$ cat config.mk
export PLATFORM = sky130hd
export DESIGN_NAME = ast_serial_tx
export DESIGN_NICKNAME = d
export VERILOG_FILES = /design/src/design/ast_pkg.sv /design/src/design/ast_serial_tx.sv /design/src/design/ast_baud_gen.sv /design/src/design/ast_shifter.sv
export SDC_FILE = /design/constraint.sdc
export NUM_CORES = 1
export LEC_CHECK = 0
export BUFFER_PORTS_ARGS = -buffer_cell sky130_fd_sc_hd__buf_4
export CELL_PAD_IN_SITES_DETAIL_PLACEMENT = 1
export CELL_PAD_IN_SITES_GLOBAL_PLACEMENT = 1
export CORE_MARGIN = 3
export CORE_UTILIZATION = 36
export DETAILED_ROUTE_END_ITERATION = 10
export GPL_ROUTABILITY_DRIVEN = 1
export GPL_TIMING_DRIVEN = 0
export PLACE_DENSITY = 0.75
export REMOVE_ABC_BUFFERS = 1
export SLEW_MARGIN = 10
export SYNTH_ARGS = -nofsm -noshare
export SYNTH_HDL_FRONTEND = slang
export SYNTH_SLANG_ARGS = --single-unit
$ cat constraint.sdc
create_clock -name clk -period 7.6 [get_ports clk]
set_clock_uncertainty 0.15 [all_clocks]
set_input_delay 0.76 -clock clk [delete_from_list [all_inputs] [get_ports clk]]
set_output_delay 0.76 -clock clk [all_outputs]
set_load 0.01 [all_outputs]
$ cat src/design/ast_pkg.sv
// Shared constants, register map and types of the serial transmitter
package ast_pkg;
  // ------------------------------------------------------------
  // Register map (byte addresses)
  // ------------------------------------------------------------
  localparam int ADDR_W = 8;
  localparam logic [7:0] OFS_CTRL = 8'h00;
  localparam logic [7:0] OFS_STATUS = 8'h04;
  localparam logic [7:0] OFS_DATA = 8'h08;
  localparam logic [7:0] OFS_BAUD = 8'h0C;
  localparam logic [7:0] OFS_IRQEN = 8'h10;
  // ------------------------------------------------------------
  // Field positions
  // ------------------------------------------------------------
  localparam int CTRL_TX_EN = 0;
  localparam int CTRL_CLOCKED = 1;
  localparam int CTRL_NINE_BIT = 2;
  localparam int CTRL_NINTH = 3;
  localparam int CTRL_PORT_EN = 4;
  localparam int CTRL_HIGH_SPEED = 5;
  localparam int CTRL_WIDE_DIV = 6;
  localparam int CTRL_W = 7;
  localparam int STAT_EMPTY_FLAG = 0;
  localparam int STAT_SHIFT_EMPTY = 1;
  localparam int STAT_IRQ = 2;
  localparam int IRQEN_TX = 0;
  localparam int IRQEN_PERIPH = 1;
  localparam int IRQEN_GLOBAL = 2;
  localparam int IRQEN_W = 3;
  // ------------------------------------------------------------
  // Reset values and timing
  // ------------------------------------------------------------
  localparam logic [6:0] CTRL_RESET = 7'h00;
  localparam logic [15:0] BAUD_RESET = 16'h0000;
  localparam logic [2:0] IRQEN_RESET = 3'h0;
  localparam int PRESCALE_LOW = 16;
  localparam int PRESCALE_HIGH = 4;
  localparam int CLK_NS = 25;
  localparam int INSTR_CYCLE_NS = 100;
  localparam int INSTR_CLKS = (INSTR_CYCLE_NS + CLK_NS - 1) / CLK_NS;
  localparam int FLAG_SETTLE_INSTR = 2;
  localparam int FLAG_SETTLE_CLKS = FLAG_SETTLE_INSTR * INSTR_CLKS;
  localparam logic [3:0] SETTLE_LOAD = 4'(FLAG_SETTLE_CLKS);
  localparam int CHAR_W = 9;
  localparam logic [3:0] LAST_BIT_8 = 4'h7;
  localparam logic [3:0] LAST_BIT_9 = 4'h8;
  typedef enum logic [1:0] {AST_IDLE, AST_START, AST_DATA, AST_STOP} ast_state_t;
endpackage

$ cat src/design/ast_serial_tx.sv
// Asynchronous serial transmitter with APB registers and pin ownership
//
// Function
// Idle transmit line rests at mark, logic one.
// Frame is one start bit, eight or nine data bits, stop bit.
// Each bit lasts exactly one baud period.
// Data bits leave least significant first.
// Transmitter and receiver share one format and baud setting.
// No hardware parity; software puts it in the ninth bit.
// Bit timing from 8-bit or 16-bit divisor baud generator.
// Sending only with transmit enable, async mode and port enable.
// Port enable forces transmit pin to driven serial output.
// Port enable forces receive pin input, readable, latch blocked.
// Data write starts sending; empty shifter loads at once.
// Busy shifter: character waits for stop end, then starts.
// Empty flag set when enabled and holding register free.
// Empty flag sets as soon as transmit enable is set.
// Empty flag valid in second instruction cycle after write.
// Empty flag is read only.
// Flag ignores enables; interrupt needs flag and three enables.
// Shifter-empty status clears on load, sets when all sent.
// Nine-bit mode sends ninth bit as MSB, captured at write.
// Software sets ninth bit to mark an address character.
// Software enables empty interrupt only while data remains.
// Software sets baud, port, mode, enable, ninth bit, then data.
// One stop bit, then mark idle when nothing pending.
//
// Decided for this implementation: the register addresses and the APB interface to the registers.
`timescale 1ns/10ps
`default_nettype none
module ast_serial_tx
  import ast_pkg::*;
(
  input wire logic clk,
  input wire logic rst_n,
  // APB slave
  input wire logic psel,
  input wire logic penable,
  input wire logic pwrite,
  input wire logic [ADDR_W-1:0] paddr,
  input wire logic [31:0] pwdata,
  output logic [31:0] prdata,
  output logic pready,
  output logic pslverr,
  // Transmit pin
  input wire logic transmitPinLatch,
  input wire logic transmitPinDirection,
  output logic transmitPinOut,
  output logic transmitPinOe,
  // Receive pin
  input wire logic receivePinIn,
  input wire logic receivePinLatch,
  input wire logic receivePinDirection,
  output logic receivePinOut,
  output logic receivePinOe,
  output logic receivePinLevel,
  // Shared with the receiver, plus the empty interrupt
  output logic [15:0] baudDivisor,
  output logic nineBitSelect,
  output logic transmitEmptyIrq
);
  // ------------------------------------------------------------
  // Declarations
  // ------------------------------------------------------------
  logic [CTRL_W-1:0] ctrl_q;
  logic [15:0] baud_q;
  logic [IRQEN_W-1:0] irqEn_q;
  logic [CHAR_W-1:0] holdData_q;
  logic holdFull_q;
  logic charNine_q;
  logic shiftNine_q;
  logic [3:0] bitCnt_q;
  logic [3:0] settle_q;
  logic flagShown_q;
  logic line_q;
  logic rxMeta_q;
  logic rxSync_q;
  ast_state_t state_q;
  ast_state_t state_d;
  logic setupPhase;
  logic accessPhase;
  logic wrAccess;
  logic dataWrite;
  logic mapped;
  logic txActive;
  logic flagTrue;
  logic bitTick;
  logic loadShifter;
  logic shiftBit;
  logic restartBaud;
  logic lineBit;
  logic [3:0] lastBit;
  logic [31:0] readValue;

  // ------------------------------------------------------------
  // Address decode
  // ------------------------------------------------------------
  // Shared by the write path, read mux and error answer
  function automatic logic addrHit(input logic [ADDR_W-1:0] a, input logic [7:0] ofs);
    addrHit = (a == ADDR_W'(ofs));
  endfunction

  assign setupPhase = psel && !penable;
  assign accessPhase = psel && penable;
  assign wrAccess = accessPhase && pwrite;
  assign dataWrite = wrAccess && addrHit(paddr, OFS_DATA);
  assign mapped = addrHit(paddr, OFS_CTRL) || addrHit(paddr, OFS_STATUS)
    || addrHit(paddr, OFS_DATA) || addrHit(paddr, OFS_BAUD)
    || addrHit(paddr, OFS_IRQEN);

  // Zero wait states; unmapped addresses answer with an error
  assign pready = 1'b1;
  assign pslverr = accessPhase && !mapped;

  // ------------------------------------------------------------
  // Control registers
  // ------------------------------------------------------------
  // Writes land only at the access edge
  always_ff @(posedge clk or negedge rst_n)
  begin
    if (!rst_n)
      ctrl_q <= CTRL_RESET;
    else if (wrAccess && addrHit(paddr, OFS_CTRL))
      ctrl_q <= pwdata[CTRL_W-1:0];
  end

  // One divisor pair serves both directions
  always_ff @(posedge clk or negedge rst_n)
  begin
    if (!rst_n)
      baud_q <= BAUD_RESET;
    else if (wrAccess && addrHit(paddr, OFS_BAUD))
      baud_q <= pwdata[15:0];
  end

  // Interrupt enables never touch the flag itself
  always_ff @(posedge clk or negedge rst_n)
  begin
    if (!rst_n)
      irqEn_q <= IRQEN_RESET;
    else if (wrAccess && addrHit(paddr, OFS_IRQEN))
      irqEn_q <= pwdata[IRQEN_W-1:0];
  end

  assign baudDivisor = baud_q;
  assign nineBitSelect = ctrl_q[CTRL_NINE_BIT];

  // All three conditions gate the async transmitter
  assign txActive = ctrl_q[CTRL_TX_EN] && !ctrl_q[CTRL_CLOCKED]
    && ctrl_q[CTRL_PORT_EN];

  // ------------------------------------------------------------
  // Holding register
  // ------------------------------------------------------------
  // Ninth bit and length are taken from control at the write,
  // so software must set them first; parity is software's job
  always_ff @(posedge clk or negedge rst_n)
  begin
    if (!rst_n)
    begin
      holdData_q <= '0;
      charNine_q <= 1'b0;
    end
    else if (dataWrite)
    begin
      holdData_q <= {ctrl_q[CTRL_NINTH], pwdata[7:0]};
      charNine_q <= ctrl_q[CTRL_NINE_BIT];
    end
  end

  // A write in the load cycle keeps the new character pending
  always_ff @(posedge clk or negedge rst_n)
  begin
    if (!rst_n)
      holdFull_q <= 1'b0;
    else if (dataWrite)
      holdFull_q <= 1'b1;
    else if (!ctrl_q[CTRL_TX_EN])
      holdFull_q <= 1'b0;
    else if (loadShifter)
      holdFull_q <= 1'b0;
  end

  // ------------------------------------------------------------
  // Empty flag
  // ------------------------------------------------------------
  // Flag is pure state, no register bit stores it
  assign flagTrue = ctrl_q[CTRL_TX_EN] && !holdFull_q;

  // Settle window after a data write
  always_ff @(posedge clk or negedge rst_n)
  begin
    if (!rst_n)
      settle_q <= '0;
    else if (dataWrite)
      settle_q <= SETTLE_LOAD;
    else if (settle_q != '0)
      settle_q <= settle_q - 1'b1;
  end

  // Shown flag freezes during the window; polling too early
  // reads the stale value, matching software expectations
  always_ff @(posedge clk or negedge rst_n)
  begin
    if (!rst_n)
      flagShown_q <= 1'b0;
    else if (settle_q == '0 && !dataWrite)
      flagShown_q <= flagTrue;
  end

  // Raised only with the flag and all three enables
  assign transmitEmptyIrq = flagShown_q && irqEn_q[IRQEN_TX]
    && irqEn_q[IRQEN_PERIPH] && irqEn_q[IRQEN_GLOBAL];

  // ------------------------------------------------------------
  // Frame sequencer
  // ------------------------------------------------------------
  assign lastBit = shiftNine_q ? LAST_BIT_9 : LAST_BIT_8;

  // Load from idle, or right at the end of a stop bit
  assign loadShifter = txActive && holdFull_q
    && ((state_q == AST_IDLE) || (state_q == AST_STOP && bitTick));
  // Shifting on the start tick too puts each data bit out on its own tick
  assign shiftBit = bitTick && ((state_q == AST_START) || (state_q == AST_DATA));
  assign restartBaud = (state_q == AST_IDLE);

  // Next state
  always_comb
  begin
    state_d = state_q;
    unique case (state_q)
      AST_IDLE:
      begin
        if (loadShifter)
          state_d = AST_START;
      end
      AST_START:
      begin
        if (bitTick)
          state_d = AST_DATA;
      end
      AST_DATA:
      begin
        if (bitTick && bitCnt_q == lastBit)
          state_d = AST_STOP;
      end
      AST_STOP:
      begin
        if (loadShifter)
          state_d = AST_START;
        else if (bitTick)
          state_d = AST_IDLE;
      end
    endcase
    if (!txActive)
      state_d = AST_IDLE;
  end

  // Disabling aborts a frame in flight
  always_ff @(posedge clk or negedge rst_n)
  begin
    if (!rst_n)
      state_q <= AST_IDLE;
    else
      state_q <= state_d;
  end

  // Data bit counter and frame length
  always_ff @(posedge clk or negedge rst_n)
  begin
    if (!rst_n)
    begin
      bitCnt_q <= '0;
      shiftNine_q <= 1'b0;
    end
    else if (loadShifter)
    begin
      bitCnt_q <= '0;
      shiftNine_q <= charNine_q;
    end
    else if (shiftBit && state_q == AST_DATA)
    begin
      bitCnt_q <= bitCnt_q + 1'b1;
    end
  end

  // Registered line: start space, data, one stop mark, idle mark
  always_ff @(posedge clk or negedge rst_n)
  begin
    if (!rst_n)
      line_q <= 1'b1;
    else
    begin
      unique case (state_d)
        AST_IDLE: line_q <= 1'b1;
        AST_START: line_q <= 1'b0;
        AST_DATA: line_q <= shiftBit ? lineBit : line_q;
        AST_STOP: line_q <= 1'b1;
      endcase
    end
  end

  // ------------------------------------------------------------
  // Baud generator and shifter
  // ------------------------------------------------------------
  ast_baud_gen #(
    .DIV_W(16),
    .PRE_W(5)
  ) u_baud (
    .clk(clk),
    .rst_n(rst_n),
    .restart(restartBaud),
    .wideSel(ctrl_q[CTRL_WIDE_DIV]),
    .highSpeed(ctrl_q[CTRL_HIGH_SPEED]),
    .divisor(baud_q),
    .bitTick(bitTick)
  );

  ast_shifter #(
    .W(CHAR_W)
  ) u_shift (
    .clk(clk),
    .rst_n(rst_n),
    .load(loadShifter),
    .shift(shiftBit),
    .loadData(holdData_q),
    .lineBit(lineBit)
  );

  // ------------------------------------------------------------
  // Pin ownership
  // ------------------------------------------------------------
  // Port enable takes the transmit pin whatever the direction
  assign transmitPinOe = ctrl_q[CTRL_PORT_EN] || !transmitPinDirection;
  assign transmitPinOut = ctrl_q[CTRL_PORT_EN] ? line_q : transmitPinLatch;

  // Receive pin becomes input and its latch is blocked
  assign receivePinOe = !ctrl_q[CTRL_PORT_EN] && !receivePinDirection;
  assign receivePinOut = ctrl_q[CTRL_PORT_EN] ? 1'b0 : receivePinLatch;

  // Two-stage synchroniser for the port read of the pin
  always_ff @(posedge clk or negedge rst_n)
  begin
    if (!rst_n)
    begin
      rxMeta_q <= 1'b1;
      rxSync_q <= 1'b1;
    end
    else
    begin
      rxMeta_q <= receivePinIn;
      rxSync_q <= rxMeta_q;
    end
  end

  assign receivePinLevel = rxSync_q;

  // ------------------------------------------------------------
  // Read path
  // ------------------------------------------------------------
  // Read mux; unmapped reads return zero
  always_comb
  begin
    readValue = '0;
    if (addrHit(paddr, OFS_CTRL))
      readValue[CTRL_W-1:0] = ctrl_q;
    else if (addrHit(paddr, OFS_STATUS))
    begin
      readValue[STAT_EMPTY_FLAG] = flagShown_q;
      readValue[STAT_SHIFT_EMPTY] = (state_q == AST_IDLE);
      readValue[STAT_IRQ] = transmitEmptyIrq;
    end
    else if (addrHit(paddr, OFS_DATA))
      readValue[CHAR_W-1:0] = holdData_q;
    else if (addrHit(paddr, OFS_BAUD))
      readValue[15:0] = baud_q;
    else if (addrHit(paddr, OFS_IRQEN))
      readValue[IRQEN_W-1:0] = irqEn_q;
  end

  // Captured in setup, so read data comes from a flop
  always_ff @(posedge clk or negedge rst_n)
  begin
    if (!rst_n)
      prdata <= 32'h0000_0000;
    else if (setupPhase)
      prdata <= readValue;
  end
endmodule
`default_nettype wire

$ cat src/design/ast_baud_gen.sv
// Baud rate generator: divisor counter and prescaler giving one pulse per bit
`timescale 1ns/10ps
`default_nettype none
module ast_baud_gen
  import ast_pkg::*;
#(
  parameter int DIV_W = 16,
  parameter int PRE_W = 5
)
(
  input wire logic clk,
  input wire logic rst_n,
  input wire logic restart,
  input wire logic wideSel,
  input wire logic highSpeed,
  input wire logic [DIV_W-1:0] divisor,
  output logic bitTick
);
  logic [DIV_W-1:0] divCnt_q;
  logic [PRE_W-1:0] preCnt_q;
  logic [DIV_W-1:0] divEff;
  logic [PRE_W-1:0] preLast;
  logic divTick;

  // Narrow mode ignores the upper divisor byte
  assign divEff = wideSel ? divisor : {{(DIV_W-8){1'b0}}, divisor[7:0]};
  assign preLast = highSpeed ? PRE_W'(PRESCALE_HIGH - 1) : PRE_W'(PRESCALE_LOW - 1);
  assign divTick = (divCnt_q == '0);
  assign bitTick = divTick && (preCnt_q == preLast);

  // Restart aligns a fresh frame to a whole bit period
  always_ff @(posedge clk or negedge rst_n)
  begin
    if (!rst_n)
    begin
      divCnt_q <= '0;
      preCnt_q <= '0;
    end
    else if (restart)
    begin
      divCnt_q <= divEff;
      preCnt_q <= '0;
    end
    else if (divTick)
    begin
      divCnt_q <= divEff;
      preCnt_q <= (preCnt_q == preLast) ? '0 : preCnt_q + 1'b1;
    end
    else
    begin
      divCnt_q <= divCnt_q - 1'b1;
    end
  end
endmodule
`default_nettype wire

$ cat src/design/ast_shifter.sv
// Character shift register, emits the low bit first
`timescale 1ns/10ps
`default_nettype none
module ast_shifter
  import ast_pkg::*;
#(
  parameter int W = CHAR_W
)
(
  input wire logic clk,
  input wire logic rst_n,
  input wire logic load,
  input wire logic shift,
  input wire logic [W-1:0] loadData,
  output logic lineBit
);
  logic [W-1:0] shift_q;

  // Load wins over shift; ones fill from the top
  always_ff @(posedge clk or negedge rst_n)
  begin
    if (!rst_n)
      shift_q <= '1;
    else if (load)
      shift_q <= loadData;
    else if (shift)
      shift_q <= {1'b1, shift_q[W-1:1]};
  end

  assign lineBit = shift_q[0];
endmodule
`default_nettype wire

==> flow_summary_export.csv, run 1 <==
group,metric,value,unit
outcome,run_status,"finished, final reports clean",
synth,syn-instance-count,448,
cts,cts.repair.resized,0,
floorplanning,die_w,124,um
synth,synth_cell_type_count,63,
power_and_ir_drop,total_leakage_power,0.00296,uW
place,gp_congestion,0.810,
global_route,antenna_found_initial,0,
synth,mappedNetlistArea,5010,sq um
global_route,grt_first_pass_wirelength,20.9,mm
cts,insertion_delay,340,ps
sta,timing.slew.headroom,0.367,
cts,cts_sinks,98,
sta,period_minus_slack,3200,ps
sta,setup_viol,0,
route,detail_route.drc_violations,0,
final_layout,layout.filler_cells,1497,
place,place_hpwl,9.22,mm
final_layout,ant_cells,0,
worst_setup_path,crit_required,7720,ps
worst_setup_path,worstSetupEndpointType,"flip-flop",
floorplanning,top_level_ports,107,
synth,synth_edf_count,0,
power_and_ir_drop,ir_drop_worst_vdd,0.000102,V
cts,root_buffer,"sky130_fd_sc_hd__clkbuf_16",
sta,fmax,312,MHz
synth,seq_area_frac_synth,0.492,
global_route,grt_start_max_net_pins,99,
synth,synth.ff_latch_count,98,
final_layout,num-nets-final,573,
final_layout,layout-drive-gt1-share,0.325,
sta,rsz0062_at_grt,"false",
global_route,global_route_total_usage_across_every_layer,0.177,
synth,yosys.area_share.adder,0.0275,
synth,synth-xor-area-share,0.0297,
synth,netlist.top_cell.by_area,"sky130_fd_sc_hd__dfrtp_1",
floorplanning,design.core.area,13500,sq um
route,wirelength,12.9,mm
route,vias,3677,
place,placed_cells,676,
synth,synth_simple_gate_area_frac,0.143,
final_layout,area_delta_synth_final,18.9,%
sta,total_negative_slack_for_setup_checks,0,ps
route,mean_routed_wirelength_per_cell,18.7,um
worst_setup_path,startpoint_type,"flip-flop",
global_route,grt_overflow_total,0,
synth,postSynthAreaPerCell,11.2,sq um
final_layout,final_cell_mix,"sky130_fd_sc_hd__dfrtp_1, sky130_fd_sc_hd__buf_4, sky130_fd_sc_hd__mux2_2, sky130_fd_sc_hd__o21ai_0, sky130_fd_sc_hd__nand2_1",
cts,cts_setup_buffers,0,
synth,synth-async-reset-ratio,1.00,
sta,period_share,0.421,
cts,cts-buffers-inserted,9,
place,port_buffers,73,
worst_setup_path,r2r_setup_slack,4400,ps
sta,hold_violations,0,
sta,timing_worst_slew_pin_value,947,ps
synth,synthFlopType,"sky130_fd_sc_hd__dfrtp_1",
final_layout,combined_area_of_the_multi_input_logic_cells,2320,sq um
floorplanning,dieArea,15400,sq um
route,detail_route.first_pass.iterations,4,
route,drt_iter0_markers,167,
synth,synth-compound-area-share,0.107,
sta,slew_viol_final,0,
cts,cts_hold_buffers,0,
synth,synth_top_area_frac,0.429,
cts,clkSlewWorstSetupHoldPaths,70,ps
worst_hold_path,holdCritPathClass,"input pin to async pin",
global_route,grt_pass1_vias,3844,
job,max_cap_violations,0,
synth,yosys-mux-area-fraction,0.143,
cts,ctsLongestPathBuffers,2,
synth,combinational_family_with_the_most_area_after_synthesis,"multiplexers",
power_and_ir_drop,power_density_normalized_to_cell_area,195,nW/um^2
synth,yosys-top-cells-area,"sky130_fd_sc_hd__dfrtp_1, sky130_fd_sc_hd__mux2_2, sky130_fd_sc_hd__dfstp_2",
route,detail_route.vias_per_cell,5.31,
worst_setup_path,crit_path_dat,3320,ps
route,ant_nets_after_route,0,
final_layout,layout_commonest_cell,"sky130_fd_sc_hd__dfrtp_1",
final_layout,layout.area.seq,2470,sq um
cts,cts.htree.levels,3,
floorplanning,fp-row-count,42,
floorplanning,die_outline_height,124,um
floorplanning,start_util,0.372,
final_layout,filler_free_cell_count_of_the_finished_design,693,
synth,synth-warning-count,0,
cts,tritoncts,"done",
worst_setup_path,cp_max_fo,5,
worst_setup_path,crit_type,"flip-flop to flip-flop",
worst paths after layout:
| path | start | end | cells after the start |
|---|---|---|---|
| worst max register to register | u_baud.divCnt_q[0]$_DFF_PN0_ | line_q$_DFFE_PN1P_ | 10 |
| worst min-delay path | rst_n | baudDivisor[10]$_DFFE_PN0P_ | 1 |
| worst max-delay path | u_baud.divCnt_q[0]$_DFF_PN0_ | line_q$_DFFE_PN1P_ | 10 |
| min in group clk | rxMeta_q$_DFF_PN1_ | receivePinLevel$_DFF_PN1_ | 0 |
| worst min register to register | rxMeta_q$_DFF_PN1_ | receivePinLevel$_DFF_PN1_ | 0 |
| max in group asynchronous | rst_n | u_shift.shift_q[8]$_DFFE_PN1P_ | 2 |
area by class of cell:
type,instances,share of cell area
timing repair buffer,74,0.0972
sequential,98,0.414
multi-input combinational,315,0.389
clock inverter,6,0.0151
clock buffer,10,0.0384
tap,176,0.0370
inverter,14,0.00882
sequential cells by signal, summed over array words and instances (netlist names):
register / count
u_baud.divCnt_q: 16
bitCnt_q: 4
u_shift.shift_q: 9
u_baud.preCnt_q: 5
settle_q: 4
irqEn_q: 3
rxMeta_q: 1
state_q: 2
line_q: 1
ctrl_q: 7
holdFull_q: 1
prdata: 16
charNine_q: 1
receivePinLevel: 1
holdData_q: 9
shiftNine_q: 1
flagShown_q: 1
baudDivisor: 16
synth_stat cells, drive strengths merged, types with 8 or more instances:
| cell | number |
|---|---|
| nand2 | 34 |
| mux2 | 54 |
| dfrtp | 86 |
| mux2i | 9 |
| xor2 | 9 |
| clkbuf | 11 |
| ha | 11 |
| nor2 | 22 |
| buf | 25 |
| o21ai | 37 |
| nand3 | 21 |
| dfstp | 12 |
| xnor2 | 8 |
| inv | 14 |
power by group:
group | leakage [uW] | switching, uW | internal, uW | total (uW)
clock | 0.000153 | 203 | 290 | 493
combinational | 0.00150 | 65.2 | 50.5 | 116
sequential | 0.00131 | 13.9 | 539 | 553
total | 0.00296 | 282 | 879 | 1160
routing by layer:
layer / GRT usage / up-vias / routed length, um
met3: 0.0309 / 11 / 367
li1: - / 1698 / -
met1: 0.242 / 1899 / 5940
met5: 0 / - / 0
met2: 0.294 / 69 / 6490
met4: 0.0438 / 0 / 142
per-stage QoR:
step	setup slack [ps]	instance area (sq um)	util	power, uW	hold WS, ps
5_1_grt	4190	5960	0.443	1220	203
4_1_cts	4410	5930	0.441	1170	207
2_1_floorplan	4900	4840	-	625	195
3_5_place_dp	4430	5610	0.417	678	197
3_3_place_gp	4480	5610	0.417	670	197
6_report	4400	5960	0.443	1160	183
worst max-delay path: stages (launching register included):
cell and delay [ps]:
sky130_fd_sc_hd__dfrtp_1 430, sky130_fd_sc_hd__inv_1 90, sky130_fd_sc_hd__ha_1 230, sky130_fd_sc_hd__nor4b_2 370, sky130_fd_sc_hd__nand4_1 330, sky130_fd_sc_hd__a211o_1 430
sky130_fd_sc_hd__a31oi_1 200, sky130_fd_sc_hd__o211ai_1 120, sky130_fd_sc_hd__ha_1 330, sky130_fd_sc_hd__o21ba_2 210, sky130_fd_sc_hd__o221a_2 250
cells by family (layout without fill, tap and decap cells):
logic type / Yosys count / after routing
simple gates: 127 / 127
flops: 98 / 98
compound gates: 80 / 80
mux: 63 / 63
buf+inv: 50 / 104
xor+xnor: 17 / 17
fa+ha+maj: 11 / 11
other cells: 2 / 17
(Power assumes the default switching activity.)
==> run 2: changes to the inputs <==
ABC_AREA = 1   (was default)
PLACE_DENSITY = 0.81   (was 0.75)
clock period = 2.6 ns   (was 7.6 ns; I/O delays follow)
==> run 2 against run 1 <==
Against the previous run: total power rose to 2.9 times the previous value; routed wire length up 13%; clock power rose to 2.8 times the previous value; synthesized cell count increased by 35%; count of clock-buffer cells in the layout up 3; non-clock buffer count grew 14; final area increased by 4.3%; setup slack got worse by 4300 ps; combinational power rose to 3.3 times the previous value; first-iteration DRC count up 25%; sequential share of layout area fell by 1.7 points; hold slack lost 180 ps; critical endpoint unchanged; highest routed layer unchanged.
==> flow_summary_export.csv, run 2 <==
group,metric,value,unit
route,ant_nets_after_route,0,
global_route,grt_overflow_total,0,
worst_setup_path,worstReg2RegStart,"u_baud.divCnt_q[11]$_DFF_PN0_",
synth,synth_top_area_frac,0.426,
synth,synthFlopType,"sky130_fd_sc_hd__dfrtp_1",
sta,timing.slew.headroom,0.371,
synth,synth.top_cells.by_count,"sky130_fd_sc_hd__nand2_1, sky130_fd_sc_hd__dfrtp_1, sky130_fd_sc_hd__inv_1, sky130_fd_sc_hd__o21ai_0, sky130_fd_sc_hd__nand3_1",
worst_setup_path,r2r_setup_slack,80,ps
floorplanning,top_level_ports,107,
cts,cts.htree.levels,3,
final_layout,num-nets-final,748,
sta,worst_slack,84.0,ps
final_layout,area_delta_synth_final,23.2,%
final_layout,final_cell_mix,"sky130_fd_sc_hd__nand2_1, sky130_fd_sc_hd__dfrtp_1, sky130_fd_sc_hd__buf_4, sky130_fd_sc_hd__inv_1, sky130_fd_sc_hd__o21ai_0",
synth,yosys-mux-area-fraction,0.0201,
synth,yosys.area_share.adder,0.0273,
synth,synth-xor-area-share,0.0260,
synth,netlist.top_cell.by_area,"sky130_fd_sc_hd__dfrtp_1",
synth,synth_simple_gate_area_frac,0.242,
route,detail_route.first_pass.iterations,4,
synth,synth-warning-count,0,
outcome,run_status,"finished, final reports clean",
place,port_buffers,73,
sta,period_share,0.968,
synth,synth_edf_count,0,
worst_setup_path,worst_r2r_path_depth,16,
sta,timing_worst_slew_pin_value,942,ps
floorplanning,die_outline_height,124,um
cts,ctsLongestPathBuffers,2,
sta,total_negative_slack_for_setup_checks,0,ps
final_layout,layout-drive-gt1-share,0.210,
route,drt_iter0_markers,208,
place,placement.cell_area,5660,sq um
sta,setup_viol,0,
route,detail_route.vias_per_cell,5.13,
worst_setup_path,cp-endpoint,"line_q$_DFFE_PN1P_",
worst_setup_path,startpoint,"u_baud.divCnt_q[11]$_DFF_PN0_",
route,detail_route.drc_violations,0,
synth,mappedNetlistArea,5050,sq um
power_and_ir_drop,power_density_normalized_to_cell_area,542,nW/um^2
route,vias,4456,
worst_setup_path,startpoint_type,"flip-flop",
synth,synth-compound-area-share,0.101,
sta,slew_viol_final,0,
floorplanning,start_util,0.375,
synth,synth.ff_latch_count,98,
floorplanning,dieArea,15500,sq um
final_layout,finish.instance_area,6220,sq um
floorplanning,fp-row-count,42,
floorplanning,design.core.area,13500,sq um
place,place_hpwl,10.3,mm
final_layout,layout.filler_cells,1628,
sta,period_minus_slack,2520,ps
job,max_cap_violations,0,
synth,yosys-top-cells-area,"sky130_fd_sc_hd__dfrtp_1, sky130_fd_sc_hd__nand2_1, sky130_fd_sc_hd__dfstp_2",
power_and_ir_drop,ir_drop_worst_vdd,0.000305,V
worst_setup_path,crit_required,2730,ps
synth,combinational_family_with_the_most_area_after_synthesis,"simple AND/OR/NAND/NOR gates",
worst_setup_path,cp_max_fo,19,
synth,syn-instance-count,605,
place,pre_cts_slack,-364,ps
cts,cts-buffers-inserted,9,
worst_setup_path,crit_path_dat,2650,ps
cts,insertion_delay,340,ps
synth,postSynthAreaPerCell,8.34,sq um
cts,root_buffer,"sky130_fd_sc_hd__clkbuf_16",
sta,final_hold_slack,6.43,ps
cts,clkSlewWorstSetupHoldPaths,70,ps
sta,fmax,397,MHz
global_route,global_route_total_usage_across_every_layer,0.191,
global_route,grt_start_max_net_pins,99,
sta,hold_violations,0,
synth,seq_area_frac_synth,0.489,
synth,synth_cell_type_count,37,
final_layout,layout.area.seq,2470,sq um
global_route,antenna_found_initial,0,
worst_hold_path,holdCritPathClass,"input pin to flip-flop",
place,gp_congestion,0.864,
final_layout,ant_cells,0,
final_layout,combined_area_of_the_multi_input_logic_cells,2270,sq um
floorplanning,die_w,124,um
sta,rsz0062_at_grt,"true",
route,wirelength,14.7,mm
cts,tritoncts,"done",
final_layout,filler_free_cell_count_of_the_finished_design,868,
route,mean_routed_wirelength_per_cell,16.9,um
global_route,grt_first_pass_wirelength,24.5,mm
power_and_ir_drop,total_leakage_power,0.00315,uW
worst_setup_path,worstSetupEndpointType,"flip-flop",
synth,synth_most_common_cell,"sky130_fd_sc_hd__nand2_1",
synth,synth-async-reset-ratio,1.00,
worst_setup_path,crit_type,"flip-flop to flip-flop",
global_route,grt_pass1_vias,4857,
place,placed_cells,836,
final_layout,layout_commonest_cell,"sky130_fd_sc_hd__nand2_1",
cts,cts_sinks,98,
worst_setup_path,worst_r2r_endpoint,"line_q$_DFFE_PN1P_",
==> run 2: changes by cell type after synthesis, moves of 9 or more <==
cell,change
sky130_fd_sc_hd__inv_1,+52
sky130_fd_sc_hd__mux2_2,-46
sky130_fd_sc_hd__mux2i_1,-9
sky130_fd_sc_hd__nand2_1,+119
sky130_fd_sc_hd__nand3_1,+29
sky130_fd_sc_hd__nor2_1,+14
sky130_fd_sc_hd__o21ai_0,+27
==> run 2: how the worst min path moves through the flow <==
stage,startpoint,end,slack (ps),depth (start not counted)
finish,pwdata[4],holdData_q[4]$_DFFE_PN0P_,6,3
global route,pwdata[1],holdData_q[1]$_DFFE_PN0P_,7,3
CTS,pwdata[2],holdData_q[2]$_DFFE_PN0P_,2,3
detailed placement,rxMeta_q$_DFF_PN1_,receivePinLevel$_DFF_PN1_,200,0
global placement,rxMeta_q$_DFF_PN1_,receivePinLevel$_DFF_PN1_,200,0
floorplan,rst_n,baudDivisor[0]$_DFFE_PN0P_,-190,0
==> run 2: stage by stage <==
stage | util | power (uW)
2_1_floorplan | - | 1850
3_3_place_gp | 0.421 | 1970
3_5_place_dp | 0.421 | 2010
4_1_cts | 0.453 | 3390
5_1_grt | 0.462 | 3510
6_report | 0.462 | 3370
==> run 2: layout make-up <==
type | count | share of cell area
clock buffer | 13 | 0.0419
clock inverter | 3 | 0.00745
inverter | 69 | 0.0423
multi-input combinational | 421 | 0.365
sequential | 98 | 0.397
tap | 176 | 0.0354
timing repair buffer | 88 | 0.111
==> run 2: report_power, final <==
| part | switching, uW | internal (uW) |
|---|---|---|
| Sequential | 37.5 | 1580 |
| Clock | 572 | 803 |
| Combinational | 226 | 152 |
| Total | 836 | 2540 |
==> run 2: critical path: stages (launching register included) <==
cell and delay, ps:
sky130_fd_sc_hd__dfrtp_1 430, sky130_fd_sc_hd__nor2_2 200, sky130_fd_sc_hd__nand2_1 100, sky130_fd_sc_hd__nor2_2 100, sky130_fd_sc_hd__nand2_2 100, sky130_fd_sc_hd__nor2_4 170
sky130_fd_sc_hd__nand2_2 80, sky130_fd_sc_hd__nand2_4 100, sky130_fd_sc_hd__nand2_8 110, sky130_fd_sc_hd__nand2_1 100, sky130_fd_sc_hd__nand2_1 80, sky130_fd_sc_hd__nand3_2 80
sky130_fd_sc_hd__inv_1 70, sky130_fd_sc_hd__ha_1 300, sky130_fd_sc_hd__a21oi_2 30, sky130_fd_sc_hd__o21ai_1 130, sky130_fd_sc_hd__o21a_1 140
==> run 2: kinds of logic (layout without fill, tap and decap cells) <==
family,Yosys count,after routing
multiplexers,9,9
flip-flops,98,98
buffers and inverters,102,173
adder cells (fa/ha/maj),11,11
other,2,17
AO/OA/AOI/OAI,96,96
XOR/XNOR,15,15
AND/OR/NAND/NOR,272,273
==> run 2: routing by layer <==
| layer | vias up | wire length, um | part of all wire | global-route usage |
|---|---|---|---|---|
| met3 | 21 | 384 | 0.026 | 0.0240 |
| li1 | 2103 | - | - | - |
| met5 | - | 0 | 0 | 0 |
| met2 | 93 | 7770 | 0.53 | 0.350 |
| met1 | 2239 | 6240 | 0.43 | 0.228 |
| met4 | 0 | 267 | 0.018 | 0.0683 |
==> run 2: repair_timing <==
action | in CTS | in global routing
endpoints found under the hold margin | 9 | 86
pin swaps | 2 | 3
setup buffers | 0 | 5
gates cloned | 1 | 0
hold buffers | 9 | 1
setup endpoints to repair | 4 | 4
resized for setup | 8 | 15
==> run 3: changes to the inputs <==
MAX_ROUTING_LAYER = met4   (was default)
==> run 3 against run 2 <==
Against the previous run: die area did not move; cell count did not move; combinational power barely moved; register-to-register slack barely moved; sequential power barely moved; final area did not move; non-clock buffer count did not move; sequential share of layout area did not move; sequential cell count did not move; critical path depth did not move.
==> flow_summary_export.csv, run 3 (synthesis results as in run 2) <==
group,metric,value,unit
worst_setup_path,path_cells,"nor2_2 -> nand2_1 -> nor2_2 -> nand2_2 -> nor2_4 -> nand2_2 -> nand2_4 -> nand2_8 -> nand2_1 -> nand2_1 -> nand3_2 -> inv_1 -> ha_1 -> a21oi_2 -> o21ai_1 -> o21a_1",
place,gp_congestion,0.878,
cts,tritoncts,"done",
route,met2RoutedLength,7.79,mm
sta,timing_worst_slew_pin_value,925,ps
worst_setup_path,worst_r2r_endpoint,"line_q$_DFFE_PN1P_",
sta,fmax,398,MHz
worst_hold_path,holdCritPathClass,"input pin to flip-flop",
cts,ctsLongestPathBuffers,2,
place,place_hpwl,10.3,mm
floorplanning,dieArea,15500,sq um
final_layout,finish.instance_area,6220,sq um
sta,setup_viol,0,
worst_setup_path,worst_path_most_repeated_cell,"sky130_fd_sc_hd__nand2_1",
worst_setup_path,startpoint_type,"flip-flop",
outcome,run_status,"finished, final reports clean",
route,top_layer_used,"met4",
global_route,grt_first_pass_wirelength,24.5,mm
cts,clkSlewWorstSetupHoldPaths,70,ps
worst_setup_path,crit_required,2730,ps
worst_setup_path,cp-endpoint,"line_q$_DFFE_PN1P_",
route,drt_iter0_markers,219,
worst_setup_path,worstSetupEndpointType,"flip-flop",
cts,cts_sinks,98,
route,wirelength,14.7,mm
cts,root_buffer,"sky130_fd_sc_hd__clkbuf_16",
route,detail_route.vias_per_cell,5.16,
worst_setup_path,critical-path-max-stage-delay,430,ps
power_and_ir_drop,power_density_normalized_to_cell_area,542,nW/um^2
route,vias,4476,
route,mean_routed_wirelength_per_cell,16.9,um
final_layout,final_cell_mix,"sky130_fd_sc_hd__nand2_1, sky130_fd_sc_hd__dfrtp_1, sky130_fd_sc_hd__buf_4, sky130_fd_sc_hd__inv_1, sky130_fd_sc_hd__o21ai_0",
final_layout,area_delta_synth_final,23.2,%
global_route,grt_start_max_net_pins,99,
worst_setup_path,r2r_setup_slack,90,ps
final_layout,layout-drive-gt1-share,0.210,
place,placed_cells,836,
route,detail_route.first_pass.iterations,4,
final_layout,filler_free_cell_count_of_the_finished_design,868,
floorplanning,top_level_ports,107,
worst_setup_path,worst_r2r_path_depth,16,
global_route,grt_overflow_total,0,
final_layout,num-nets-final,748,
sta,rsz0062_at_grt,"true",
floorplanning,die_w,124,um
sta,total_negative_slack_for_setup_checks,0,ps
power_and_ir_drop,report.power.total,3370,uW
route,met3_wirelength,449,um
floorplanning,die_outline_height,124,um
worst_setup_path,cp_max_fo,19,
final_layout,layout_commonest_cell,"sky130_fd_sc_hd__nand2_1",
sta,worst_slack,88.0,ps
route,ant_nets_after_route,0,
global_route,grt_pass1_vias,4863,
worst_setup_path,critical_path.slowest_cell,"sky130_fd_sc_hd__dfrtp_1",
sta,slew_viol_final,0,
sta,hold_violations,0,
global_route,global_route_total_usage_across_every_layer,0.196,
floorplanning,start_util,0.375,
sta,timing.slew.headroom,0.383,
cts,cts-buffers-inserted,9,
worst_setup_path,startpoint,"u_baud.divCnt_q[11]$_DFF_PN0_",
worst_setup_path,crit_path_dat,2640,ps
final_layout,ant_cells,0,
route,detail_route.drc_violations,0,
place,port_buffers,73,
floorplanning,fp-row-count,42,
place,pre_cts_slack,-364,ps
worst_setup_path,worstReg2RegStart,"u_baud.divCnt_q[11]$_DFF_PN0_",
floorplanning,design.core.area,13500,sq um
power_and_ir_drop,total_leakage_power,0.00315,uW
worst_setup_path,crit_type,"flip-flop to flip-flop",
sta,period_share,0.966,
power_and_ir_drop,ir_drop_worst_vdd,0.000305,V
cts,cts.htree.levels,3,
route,detail_route.wirelength.met1,6.19,mm
sta,period_minus_slack,2510,ps
place,placement.cell_area,5660,sq um
cts,insertion_delay,340,ps
job,max_cap_violations,0,
global_route,antenna_found_initial,0,
## run 3: cell counts in the layout (fill, tap and decap cells not counted)
No cell type changed its count.
## run 3: per-stage QoR
stage / hold WS [ps] / utilization
final: 6.95 / 0.462
after global routing: 8.48 / 0.462
after CTS: 1.77 / 0.453
after detailed placement: 198 / 0.421
after global placement: 195 / 0.421
after floorplan: -186 / -
## run 3: timing repair
| action | 4_1_cts | 5_1_grt |
|---|---|---|
| buffers inserted | 0 | 5 |
| hold endpoints to repair | 9 | 86 |
| gates resized for setup | 8 | 15 |
| pin swaps | 2 | 3 |
| endpoints found under the setup margin | 4 | 4 |
| cloned | 1 | 0 |
| hold buffers | 9 | 1 |
## run 3: worst min-delay path by stage
stage	startpoint	endpoint	slack, ps	cells past startpoint
floorplan	rst_n	baudDivisor[0]$_DFFE_PN0P_	-190	0
global placement	rxMeta_q$_DFF_PN1_	receivePinLevel$_DFF_PN1_	200	0
detailed placement	rxMeta_q$_DFF_PN1_	receivePinLevel$_DFF_PN1_	200	0
CTS	pwdata[2]	holdData_q[2]$_DFFE_PN0P_	2	3
global route	pwdata[1]	holdData_q[1]$_DFFE_PN0P_	8	3
finish	pwdata[4]	holdData_q[4]$_DFFE_PN0P_	7	3
## run 3: cell type report
class | instances | area (sq um)
Clock buffer | 13 | 260
Sequential cell | 98 | 2470
Inverter | 69 | 263
Fill cell | 1628 | 7240
Tap cell | 176 | 220
Clock inverter | 3 | 46.3
Timing Repair Buffer | 88 | 689
Multi-Input combinational cell | 421 | 2270
## run 3: power by group
group / leakage [uW] / total, uW / switching (uW) / internal [uW]
sequential: 0.00127 / 1620 / 37.8 / 1580
combinational: 0.00173 / 378 / 226 / 152
clock: 0.000146 / 1370 / 569 / 803
total: 0.00315 / 3370 / 833 / 2540
## run 3: per-layer routing
| metal | track usage | vias to the layer above |
|---|---|---|
| met5 | - | - |
| met4 | 0.0683 | 0 |
| met3 | 0.0232 | 21 |
| met2 | 0.351 | 103 |
| met1 | 0.228 | 2250 |
| li1 | - | 2102 |
## run 3: critical path, delay by kind of cell (launching register included)
kind,cells,cell delay [ps]
flops,1,430
buf+inv,1,70
simple gates,11,1210
compound gates,3,300
fa+ha+maj,1,300
